[config.mk]
export PLATFORM = sky130hd
export DESIGN_NAME = sfm_supply_fault_monitor
export DESIGN_NICKNAME = d
export VERILOG_FILES = /design/src/sfm_pkg.sv /design/src/sfm_persist.sv /design/src/sfm_supply_fault_monitor.sv /design/src/sfm_sync.sv
export VERILOG_INCLUDE_DIRS = /design/src
export SDC_FILE = /design/constraint.sdc
export NUM_CORES = 2
export LEC_CHECK = 0
export BUFFER_PORTS_ARGS = -buffer_cell sky130_fd_sc_hd__buf_2
export CAP_MARGIN = 20
export CORE_MARGIN = 3
export CORE_UTILIZATION = 41
export CTS_CLUSTER_SIZE = 16
export DETAILED_ROUTE_END_ITERATION = 12
export GPL_TIMING_DRIVEN = 0
export PLACE_DENSITY = 0.59
export SYNTH_ARGS = -nofsm -noshare
export SYNTH_HDL_FRONTEND = slang
export SYNTH_SLANG_ARGS = --single-unit
[constraint.sdc]
create_clock -name core_clk -period 9.72 [get_ports core_clk]
set_input_delay 1.944 -clock core_clk [delete_from_list [all_inputs] [get_ports core_clk]]
set_output_delay 1.944 -clock core_clk [all_outputs]
set_load 0.005 [all_outputs]
[src/sfm_consts.svh]
// Constants of the supply fault monitor
`ifndef SFM_CONSTS_SVH
`define SFM_CONSTS_SVH

// ----------------------------------------
// Timing
// ----------------------------------------
`define SFM_CLK_PERIOD_NS    10
`define SFM_MS_TIME_NS       1000000
`define SFM_MS_CYCLES        (`SFM_MS_TIME_NS / `SFM_CLK_PERIOD_NS)
`define SFM_PREWARN_MAX_MS   16'd1280
`define SFM_REVERSAL_MS      16'd30000
`define SFM_TENTH_MS         8'd100
`define SFM_GAP_MAX_DEG      10'd450

// ----------------------------------------
// Ratios, repeat count and depths
// ----------------------------------------
`define SFM_PCT_FULL         32'd100
`define SFM_FIELD_SP_MIN_PCT 32'd2
`define SFM_PREWARN_REPEAT   4'h4
`define SFM_DETAIL_DEPTH     16
`define SFM_HISTORY_DEPTH    8

// ----------------------------------------
// Fault values
// ----------------------------------------
`define SFM_ELEC_OUTAGE      8'h01
`define SFM_ELEC_PERIODIC    8'h02
`define SFM_ELEC_LONG        8'h03
`define SFM_ARM_LOSS_NOWAIT  8'h01
`define SFM_ARM_WAIT_TIMEOUT 8'h02
`define SFM_ARM_FUSE         8'h03
`define SFM_ARM_LOSS_RESTART 8'h04
`define SFM_ARM_CHECKBACK    8'h05
`define SFM_FLD_LOSS_NOWAIT  8'h01
`define SFM_FLD_WAIT_VOLT    8'h02
`define SFM_FLD_WAIT_CURR    8'h03
`define SFM_FLD_RESTART      8'h04
`define SFM_FLD_LOW_NOWAIT   8'h05
`define SFM_FLD_NO_DECAY     8'h06
`define SFM_FLD_NO_BUILD     8'h07

`endif

[src/sfm_pkg.sv]
// Types of the supply fault monitor
package sfm_pkg;

	typedef enum logic [1:0]
	{
		SFM_ST_IDLE = 2'b01,
		SFM_ST_HOLD = 2'b10
	} sfm_state_e;

	typedef enum logic [1:0]
	{
		SFM_FC_NONE  = 2'h0,
		SFM_FC_ELEC  = 2'h1,
		SFM_FC_ARM   = 2'h2,
		SFM_FC_FIELD = 2'h3
	} sfm_class_e;

endpackage

[src/sfm_persist.sv]
// Persistence timer counting millisecond ticks while a condition holds
`timescale 1ns/1ps

module sfm_persist #(
	parameter int WIDTH = 16
) (
	input  wire logic             core_clk,
	input  wire logic             sys_rst,
	input  wire logic             msTick,
	input  wire logic             cond,
	input  wire logic [WIDTH-1:0] limit,
	output logic                  expired
);

	logic [WIDTH-1:0] count_q;

	always_ff @(posedge core_clk)
	begin
		if (sys_rst || !cond)
			count_q <= '0;
		else if (msTick && count_q != '1)
			count_q <= count_q + 1'b1;
	end

	always_ff @(posedge core_clk)
	begin
		if (sys_rst)
			expired <= 1'b0;
		else
			expired <= cond && (count_q > limit);
	end

endmodule

[src/sfm_supply_fault_monitor.sv]
// Supply, armature phase and field circuit fault monitor with fault record
`timescale 1ns/1ps
`include "sfm_consts.svh"

module sfm_supply_fault_monitor #(
	parameter int NPH       = 3,
	parameter int MS_CYCLES = `SFM_MS_CYCLES,
	parameter int DETAILS   = `SFM_DETAIL_DEPTH,
	parameter int HISTORY   = `SFM_HISTORY_DEPTH
) (
	input  wire logic                core_clk,
	input  wire logic                sys_rst,
	input  wire logic                elecSupplyOkPin,
	input  wire logic                prewarnPin,
	input  wire logic                fuseBlownPin,
	input  wire logic                checkbackPin,
	input  wire logic                checkbackWord,
	input  wire logic                checkbackSourceSelect,
	input  wire logic                opRun,
	input  wire logic                opArmWaitState,
	input  wire logic                opFieldWaitState,
	input  wire logic                opAtMostArmWait,
	input  wire logic                lineContactorOn,
	input  wire logic                degTick,
	input  wire logic [NPH-1:0]      armZeroCross,
	input  wire logic [NPH-1:0]      armRmsValid,
	input  wire logic [NPH*16-1:0]   armRms,
	input  wire logic                fieldZeroCross,
	input  wire logic                fieldRmsValid,
	input  wire logic [15:0]         fieldRms,
	input  wire logic [15:0]         ratedSupplyVoltage,
	input  wire logic [15:0]         ratedFieldSupplyVoltage,
	input  wire logic [7:0]          phaseLossThresholdPct,
	input  wire logic [15:0]         restartTime,
	input  wire logic [15:0]         powerWaitTime,
	input  wire logic [15:0]         checkbackTimeout,
	input  wire logic [15:0]         fieldCurrentActual,
	input  wire logic [15:0]         fieldCurrentSetpoint,
	input  wire logic [15:0]         ratedFieldCurrent,
	input  wire logic [7:0]          fieldLowRatioLimit,
	input  wire logic [15:0]         fieldLowTimeLimit,
	input  wire logic [15:0]         fieldMinThreshold,
	input  wire logic [15:0]         fieldBuildupThreshold,
	input  wire logic                fieldReduceActive,
	input  wire logic                fieldBuildActive,
	input  wire logic                faultAck,
	input  wire logic [3:0]          detailIndex,
	input  wire logic [2:0]          historyIndex,
	output logic                     faultActive,
	output sfm_pkg::sfm_class_e      faultClass,
	output logic [7:0]               faultValue,
	output logic [15:0]              detailData,
	output logic [7:0]               historyData
);

	// ----------------------------------------
	// Pin synchronisers and millisecond tick
	// ----------------------------------------
	logic        elecOk;
	logic        prewarn;
	logic        fuseBlown;
	logic        checkbackPinS;
	logic        checkback;
	logic [31:0] msCnt_q;
	logic        msTick;

	sfm_sync #(
		.WIDTH(4)
	) u_sync (
		.core_clk(core_clk),
		.sys_rst (sys_rst),
		.asyncIn ({elecSupplyOkPin, prewarnPin, fuseBlownPin, checkbackPin}),
		.syncOut ({elecOk, prewarn, fuseBlown, checkbackPinS})
	);

	assign checkback = checkbackSourceSelect ? checkbackWord : checkbackPinS;
	assign msTick    = (msCnt_q == 32'(MS_CYCLES - 1));

	always_ff @(posedge core_clk)
	begin
		if (sys_rst || msTick)
			msCnt_q <= '0;
		else
			msCnt_q <= msCnt_q + 32'd1;
	end

	// ----------------------------------------
	// Per-phase RMS and zero-crossing checks
	// ----------------------------------------
	logic [NPH:0]      zcAll;
	logic [NPH:0]      rmsValidAll;
	logic [NPH*16+15:0] rmsAll;
	logic [NPH:0]      phaseBad;
	logic              armBad;
	logic              fieldVoltBad;

	assign zcAll       = {fieldZeroCross, armZeroCross};
	assign rmsValidAll = {fieldRmsValid, armRmsValid};
	assign rmsAll      = {fieldRms, armRms};

	generate
		for (genvar ph = 0; ph <= NPH; ph++)
		begin : g_phase
			logic [9:0]  gap_q;
			logic        rmsOk_q;
			logic [31:0] lhs;
			logic [31:0] rhs;

			assign lhs = {16'h0, rmsAll[ph*16 +: 16]} * `SFM_PCT_FULL;
			assign rhs = {16'h0, (ph == NPH) ? ratedFieldSupplyVoltage : ratedSupplyVoltage}
				* {24'h0, phaseLossThresholdPct};

			always_ff @(posedge core_clk)
			begin
				if (sys_rst)
					rmsOk_q <= 1'b1;
				else if (rmsValidAll[ph])
					rmsOk_q <= lhs > rhs;
			end

			always_ff @(posedge core_clk)
			begin
				if (sys_rst || zcAll[ph])
					gap_q <= '0;
				else if (degTick && gap_q <= `SFM_GAP_MAX_DEG)
					gap_q <= gap_q + 10'd1;
			end

			assign phaseBad[ph] = !rmsOk_q || (gap_q > `SFM_GAP_MAX_DEG);
		end
	endgenerate

	assign armBad       = |phaseBad[NPH-1:0];
	assign fieldVoltBad = phaseBad[NPH];

	// ----------------------------------------
	// Field current checks
	// ----------------------------------------
	logic fieldLowArmed;
	logic fieldLowRaw;
	logic fieldLowFlag;
	logic fieldBad;

	assign fieldLowArmed = {16'h0, fieldCurrentSetpoint} * `SFM_PCT_FULL
		> {16'h0, ratedFieldCurrent} * `SFM_FIELD_SP_MIN_PCT;
	assign fieldLowRaw   = fieldLowArmed && ({16'h0, fieldCurrentActual} * `SFM_PCT_FULL
		< {16'h0, fieldCurrentSetpoint} * {24'h0, fieldLowRatioLimit});
	assign fieldBad      = fieldVoltBad || fieldLowFlag;

	// ----------------------------------------
	// Persistence timers
	// ----------------------------------------
	logic elecExp;
	logic prewarnExp;
	logic quietExp;
	logic armExp;
	logic fieldExp;
	logic waitExp;
	logic checkExp;
	logic revExp;
	logic prewarnRise;
	logic armGate;
	logic checkbackSeen_q;

	assign armGate = opAtMostArmWait && !opArmWaitState;

	sfm_persist u_elec (
		.core_clk(core_clk), .sys_rst(sys_rst), .msTick(msTick),
		.cond    (opRun && !elecOk),
		.limit   (restartTime), .expired(elecExp)
	);

	sfm_persist u_prewarn (
		.core_clk(core_clk), .sys_rst(sys_rst), .msTick(msTick),
		.cond    (prewarn),
		.limit   (`SFM_PREWARN_MAX_MS), .expired(prewarnExp)
	);

	sfm_persist u_quiet (
		.core_clk(core_clk), .sys_rst(sys_rst), .msTick(msTick),
		.cond    (!prewarnRise),
		.limit   (`SFM_PREWARN_MAX_MS), .expired(quietExp)
	);

	sfm_persist u_arm (
		.core_clk(core_clk), .sys_rst(sys_rst), .msTick(msTick),
		.cond    (armBad && armGate),
		.limit   (restartTime), .expired(armExp)
	);

	sfm_persist u_fldlow (
		.core_clk(core_clk), .sys_rst(sys_rst), .msTick(msTick),
		.cond    (fieldLowRaw),
		.limit   (fieldLowTimeLimit), .expired(fieldLowFlag)
	);

	sfm_persist u_field (
		.core_clk(core_clk), .sys_rst(sys_rst), .msTick(msTick),
		.cond    (fieldBad && (opRun || armGate)),
		.limit   (restartTime), .expired(fieldExp)
	);

	sfm_persist u_wait (
		.core_clk(core_clk), .sys_rst(sys_rst), .msTick(msTick),
		.cond    (opArmWaitState || opFieldWaitState),
		.limit   (powerWaitTime), .expired(waitExp)
	);

	sfm_persist u_check (
		.core_clk(core_clk), .sys_rst(sys_rst), .msTick(msTick),
		.cond    (lineContactorOn && !checkbackSeen_q),
		.limit   (checkbackTimeout), .expired(checkExp)
	);

	sfm_persist u_rev (
		.core_clk(core_clk), .sys_rst(sys_rst), .msTick(msTick),
		.cond    ((fieldReduceActive && fieldCurrentActual > fieldMinThreshold)
			|| (fieldBuildActive && fieldCurrentActual <= fieldBuildupThreshold)),
		.limit   (`SFM_REVERSAL_MS), .expired(revExp)
	);

	// ----------------------------------------
	// Prewarning repetition, checkback, outage length
	// ----------------------------------------
	logic       prewarnPrev_q;
	logic [3:0] prewarnCnt_q;
	logic       checkDrop;
	logic [7:0] tenthMs_q;
	logic [15:0] outageTenths_q;

	assign prewarnRise = prewarn && !prewarnPrev_q;
	assign checkDrop   = checkbackSeen_q && !checkback && opRun;

	always_ff @(posedge core_clk)
	begin
		if (sys_rst)
			prewarnPrev_q <= 1'b0;
		else
			prewarnPrev_q <= prewarn;
	end

	always_ff @(posedge core_clk)
	begin
		if (sys_rst)
			prewarnCnt_q <= '0;
		else if (prewarnRise && quietExp)
			prewarnCnt_q <= 4'h1;
		else if (quietExp)
			prewarnCnt_q <= '0;
		else if (prewarnRise && prewarnCnt_q != `SFM_PREWARN_REPEAT)
			prewarnCnt_q <= prewarnCnt_q + 4'h1;
	end

	always_ff @(posedge core_clk)
	begin
		if (sys_rst || !lineContactorOn)
			checkbackSeen_q <= 1'b0;
		else if (checkback)
			checkbackSeen_q <= 1'b1;
	end

	always_ff @(posedge core_clk)
	begin
		if (sys_rst || elecOk)
		begin
			tenthMs_q      <= '0;
			outageTenths_q <= '0;
		end
		else if (msTick)
		begin
			if (tenthMs_q == `SFM_TENTH_MS - 8'h1)
			begin
				tenthMs_q      <= '0;
				outageTenths_q <= outageTenths_q + 16'h1;
			end
			else
				tenthMs_q <= tenthMs_q + 8'h1;
		end
	end

	// ----------------------------------------
	// Fault selection
	// ----------------------------------------
	logic                raise;
	sfm_pkg::sfm_class_e selClass;
	logic [7:0]          selValue;
	logic [15:0]         selD1;
	logic [15:0]         selD2;

	always_comb
	begin
		raise    = 1'b1;
		selClass = sfm_pkg::SFM_FC_NONE;
		selValue = 8'h00;
		selD1    = 16'h0000;
		selD2    = {12'h000, opRun, opArmWaitState, opFieldWaitState, opAtMostArmWait};
		if (elecExp)
		begin
			selClass = sfm_pkg::SFM_FC_ELEC;
			selValue = `SFM_ELEC_OUTAGE;
			selD1    = outageTenths_q;
		end
		else if (prewarnExp)
		begin
			selClass = sfm_pkg::SFM_FC_ELEC;
			selValue = `SFM_ELEC_LONG;
		end
		else if (prewarnCnt_q == `SFM_PREWARN_REPEAT)
		begin
			selClass = sfm_pkg::SFM_FC_ELEC;
			selValue = `SFM_ELEC_PERIODIC;
		end
		else if (fuseBlown)
		begin
			selClass = sfm_pkg::SFM_FC_ARM;
			selValue = `SFM_ARM_FUSE;
		end
		else if (armExp)
		begin
			selClass = sfm_pkg::SFM_FC_ARM;
			selValue = (restartTime == 16'h0) ? `SFM_ARM_LOSS_NOWAIT
				: `SFM_ARM_LOSS_RESTART;
			selD1    = {{(16 - NPH){1'b0}}, phaseBad[NPH-1:0]};
		end
		else if (waitExp && opArmWaitState)
		begin
			selClass = sfm_pkg::SFM_FC_ARM;
			selValue = `SFM_ARM_WAIT_TIMEOUT;
		end
		else if (checkExp || checkDrop)
		begin
			selClass = sfm_pkg::SFM_FC_ARM;
			selValue = `SFM_ARM_CHECKBACK;
		end
		else if (fieldExp)
		begin
			selClass = sfm_pkg::SFM_FC_FIELD;
			selD1    = fieldCurrentActual;
			if (restartTime != 16'h0)
				selValue = `SFM_FLD_RESTART;
			else if (fieldVoltBad)
				selValue = `SFM_FLD_LOSS_NOWAIT;
			else
				selValue = `SFM_FLD_LOW_NOWAIT;
		end
		else if (waitExp && opFieldWaitState)
		begin
			selClass = sfm_pkg::SFM_FC_FIELD;
			selValue = fieldVoltBad ? `SFM_FLD_WAIT_VOLT : `SFM_FLD_WAIT_CURR;
			selD1    = fieldCurrentActual;
		end
		else if (revExp)
		begin
			selClass = sfm_pkg::SFM_FC_FIELD;
			selValue = fieldReduceActive ? `SFM_FLD_NO_DECAY : `SFM_FLD_NO_BUILD;
			selD1    = fieldCurrentActual;
		end
		else
			raise = 1'b0;
	end

	// ----------------------------------------
	// Fault latch
	// ----------------------------------------
	sfm_pkg::sfm_state_e state_q;
	logic                take;

	assign take        = (state_q == sfm_pkg::SFM_ST_IDLE) && raise;
	assign faultActive = (state_q == sfm_pkg::SFM_ST_HOLD);

	always_ff @(posedge core_clk)
	begin
		if (sys_rst)
			state_q <= sfm_pkg::SFM_ST_IDLE;
		else
		begin
			case (state_q)
				sfm_pkg::SFM_ST_IDLE:
					if (raise)
						state_q <= sfm_pkg::SFM_ST_HOLD;
				sfm_pkg::SFM_ST_HOLD:
					if (faultAck)
						state_q <= sfm_pkg::SFM_ST_IDLE;
				default:
					state_q <= sfm_pkg::SFM_ST_IDLE;
			endcase
		end
	end

	always_ff @(posedge core_clk)
	begin
		if (sys_rst)
		begin
			faultClass <= sfm_pkg::SFM_FC_NONE;
			faultValue <= 8'h00;
		end
		else if (take)
		begin
			faultClass <= selClass;
			faultValue <= selValue;
		end
	end

	// ----------------------------------------
	// Detail record and value history
	// ----------------------------------------
	logic [15:0] detail_q [DETAILS];
	logic [7:0]  hist_q [HISTORY];

	generate
		for (genvar i = 0; i < DETAILS; i++)
		begin : g_detail
			always_ff @(posedge core_clk)
			begin
				if (sys_rst)
					detail_q[i] <= '0;
				else if (take)
					detail_q[i] <= (i == 0) ? {8'h00, selValue}
						: (i == 1) ? selD1 : (i == 2) ? selD2 : 16'h0000;
			end
		end
		for (genvar j = 0; j < HISTORY; j++)
		begin : g_hist
			always_ff @(posedge core_clk)
			begin
				if (sys_rst)
					hist_q[j] <= '0;
				else if (take)
					hist_q[j] <= (j == 0) ? selValue : hist_q[(j == 0) ? 0 : j - 1];
			end
		end
	endgenerate

	always_ff @(posedge core_clk)
	begin
		if (sys_rst)
		begin
			detailData  <= '0;
			historyData <= '0;
		end
		else
		begin
			detailData  <= detail_q[detailIndex];
			historyData <= hist_q[historyIndex];
		end
	end

endmodule

[src/sfm_sync.sv]
// Two-stage synchroniser for pin inputs
`timescale 1ns/1ps

module sfm_sync #(
	parameter int WIDTH = 1
) (
	input  wire logic             core_clk,
	input  wire logic             sys_rst,
	input  wire logic [WIDTH-1:0] asyncIn,
	output logic      [WIDTH-1:0] syncOut
);

	logic [WIDTH-1:0] meta_q;

	always_ff @(posedge core_clk)
	begin
		if (sys_rst)
		begin
			meta_q  <= '0;
			syncOut <= '0;
		end
		else
		begin
			meta_q  <= asyncIn;
			syncOut <= meta_q;
		end
	end

endmodule

==> flow_metrics.py <==
metrics = {
    "global_routing": {
        "grt_max_degree": 45,
        "antenna_found_initial": 10,
        "grt_pass1_vias": 33100,
        "gr-total-overflow": 0,
        "grt_pass1_wl_mm": 169,
        "grtUsageTotal": 0.192,
    },
    "clock_tree": {
        "clock_path_buffers": 3,
        "ctsHoldBuffers": 0,
        "cts_resized": 0,
        "clk_pin_slew_worst_paths_ns": 0.06,
        "cts.sinks": 337,
        "post_cts_buffers": 0,
        "cts-root-buf": "clkbuf_16",
        "cts_made_buffers": 41,
        "clk_latency_ns": 0.56,
        "h-tree-depth": 2,
        "cts_tree": "yes",
    },
    "die": {
        "rows": 116,
        "chipWidth_um": 326,
        "die_area_um2": 106000,
        "die_height_um": 326,
        "start_util": 0.416,
        "num_io_pins": 323,
        "core_area_um2": 101000,
    },
    "yosys": {
        "syn_area_um2": 42000,
        "syn_inst": 5000,
        "postSynthAreaPerCell_um2": 8.39,
        "synth_ff_type": "dfxtp_1",
        "async_flop_share": 0,
        "ys_types": 83,
        "synth-edff-count": 44,
        "yosysSeqAreaShare": 0.171,
        "ys_ff_latch": 337,
        "synth_warnings": 0,
    },
    "pwr": {
        "finalPower_uw": 9030,
        "ir_drop_uv": 160,
        "clkPwrFrac": 0.173,
        "switching_share": 0.455,
        "cellPowerDensity_nw_per_um2": 194,
        "pwr-share-comb": 0.666,
        "p_leak_uw": 0.0225,
        "power.switching_uw": 4110,
        "p_int_uw": 4930,
        "power_frac_seq": 0.162,
    },
    "worst_setup_path": {
        "critical_path_class": "input pin to register",
        "cp_max_fo": 10,
        "required_ns": 10.14,
        "critPathTopFamily": "adder cells",
        "crit_arrival_ns": 8.92,
        "critPathLaunchType": "input pin",
        "crit_top_cell": "fa_1",
        "max_stage_delay_ns": 0.56,
        "crit_slowest_cell": "fa_1",
        "critical_path_buf_inv_count": 5,
        "endpoint_kind": "register",
    },
    "flow_run": {
        "drv_cap": 0,
    },
    "layout": {
        "area_growth_pct": 11.2,
        "multi_input_area_um2": 31100,
        "fillCellCount": 10100,
        "drive_above_1_share": 0.0822,
        "mostFrequentLayoutCells": "inv_1 (861), ha_1 (717), nor2_1 (412), nand2_1 (326), fa_1 (318)",
        "final_common_cell": "inv_1",
        "sequential_cell_area_um2": 7190,
        "fin_area_um2": 46700,
        "nets": 6683,
    },
    "route": {
        "postRouteAntennaNets": 0,
        "vias": 34200,
        "first_pass_iters": 6,
        "drt_iter0_drc": 1630,
        "drt-total-wl_mm": 104,
        "drc_errors": 0,
        "vias_per_cell": 5.06,
        "wire_per_inst_um": 15.3,
    },
    "timing": {
        "worst_slack_ns": 1.22,
        "finalSetupViolCount": 0,
        "fin_crit_ns": 8.50,
        "relSlewSlack": 0.302,
        "timing.hold.ws_ns": 0.427,
        "clock-skew-final_ns": 0.0344,
        "final_hold_viol_count": 0,
        "rsz0062_at_grt": "false",
        "fin_tns_setup_ns": 0,
        "tightest_slew_ns": 1.04,
        "drv_slew": 0,
        "fin_crit_sh": 0.875,
        "fmax_mhz": 118,
    },
    "min_path": {
        "hold_class": "register to register",
    },
    "placed_design": {
        "gp_congestion": 0.851,
        "placement.io_buffers": 306,
        "dp_hpwl_mm": 87.0,
        "placed_area_um2": 45300,
        "pre_cts_slack_ns": 0.618,
    },
    "status": {
        "status": "finished, final reports clean",
    },
}
-- sequential cells by signal (all words and copies together), names as in the netlist, 20 cells and up --
register       flops
g_phase.gap_q     40
detail_q          20
msCnt_q           32
hist_q            24
-- through the flow --
step                cells  utilization
global route         6755        0.463
global placement     6672        0.448
finish               6757        0.463
detailed placement   6674        0.449
CTS                  6748        0.463
floorplan            5009            -
-- layout make-up --
cell class,instances,share of cell area
multi-input combinational,3707,0.667
sequential,337,0.154
inverter,862,0.0693
tap,1357,0.0364
timing repair buffer,308,0.0335
clock buffer,50,0.0240
buffer,103,0.00944
clock inverter,24,0.00574
antenna,9,0.000483
-- synthesized netlist by cell type (all sizes together) (43+ instances only) --
cell type	number	area, um2
o21a	45	338
nand4	95	594
ha	717	8970
nor2b	47	294
dfxtp	293	5870
xnor2	155	1360
nand2	326	1220
fa	318	6370
nand3	128	641
inv	862	3240
or3	43	274
nor2	415	1570
and2	297	1860
nor3	82	432
clkbuf	82	308
a21oi	218	1090
xor2	159	1390
edfxtp	44	1320
o21ai	164	821
a21o	61	458
-- final timing paths --
kind              slack (ns)                   to             startpoint  depth (start not counted)
setup reg to reg        6.45    outageTenths_q[4]            msCnt_q[27]                          9
hold / removal          0.43  g_phase[0].gap_q[9]    g_phase[0].gap_q[9]                          2
hold reg to reg         0.43  g_phase[0].gap_q[9]    g_phase[0].gap_q[9]                          2
setup / recovery        1.22  u_fldlow.count_q[9]  fieldLowRatioLimit[2]                         26
-- cell families after synthesis --
family / Yosys count / synth area share
AO/OA/AOI/OAI: 710 / 0.107
XOR/XNOR: 314 / 0.0655
adder cells (fa/ha/maj): 1035 / 0.365
buffers and inverters: 965 / 0.0876
flip-flops: 337 / 0.171
multiplexers: 21 / 0.00680
other: 1 / 0.0000893
AND/OR/NAND/NOR: 1617 / 0.196
-- tightest hold or removal path, delay by kind of cell (launching register included) --
family | cells | cell delay [ns]
buf+inv | 1 | 0.05
flops | 1 | 0.30
simple gates | 1 | 0.03
-- metal layers --
| layer | track usage | share of wire |
|---|---|---|
| met5 | 0 | 0.00013 |
| met4 | 0.0451 | 0.020 |
| met3 | 0.0189 | 0.033 |
| met2 | 0.327 | 0.47 |
| met1 | 0.262 | 0.47 |
-- power by group through the flow --
stage / sequential (uW) / clock (uW) / combinational (uW)
6_report: 1460 / 1560 / 6010
5_1_grt: 1460 / 1660 / 6960
4_1_cts: 1460 / 1610 / 6050
3_5_place_dp: 1490 / 0 / 5990
3_3_place_gp: 1490 / 0 / 5890
2_1_floorplan: 1470 / 0 / 4580
(Power assumes the default switching activity.)
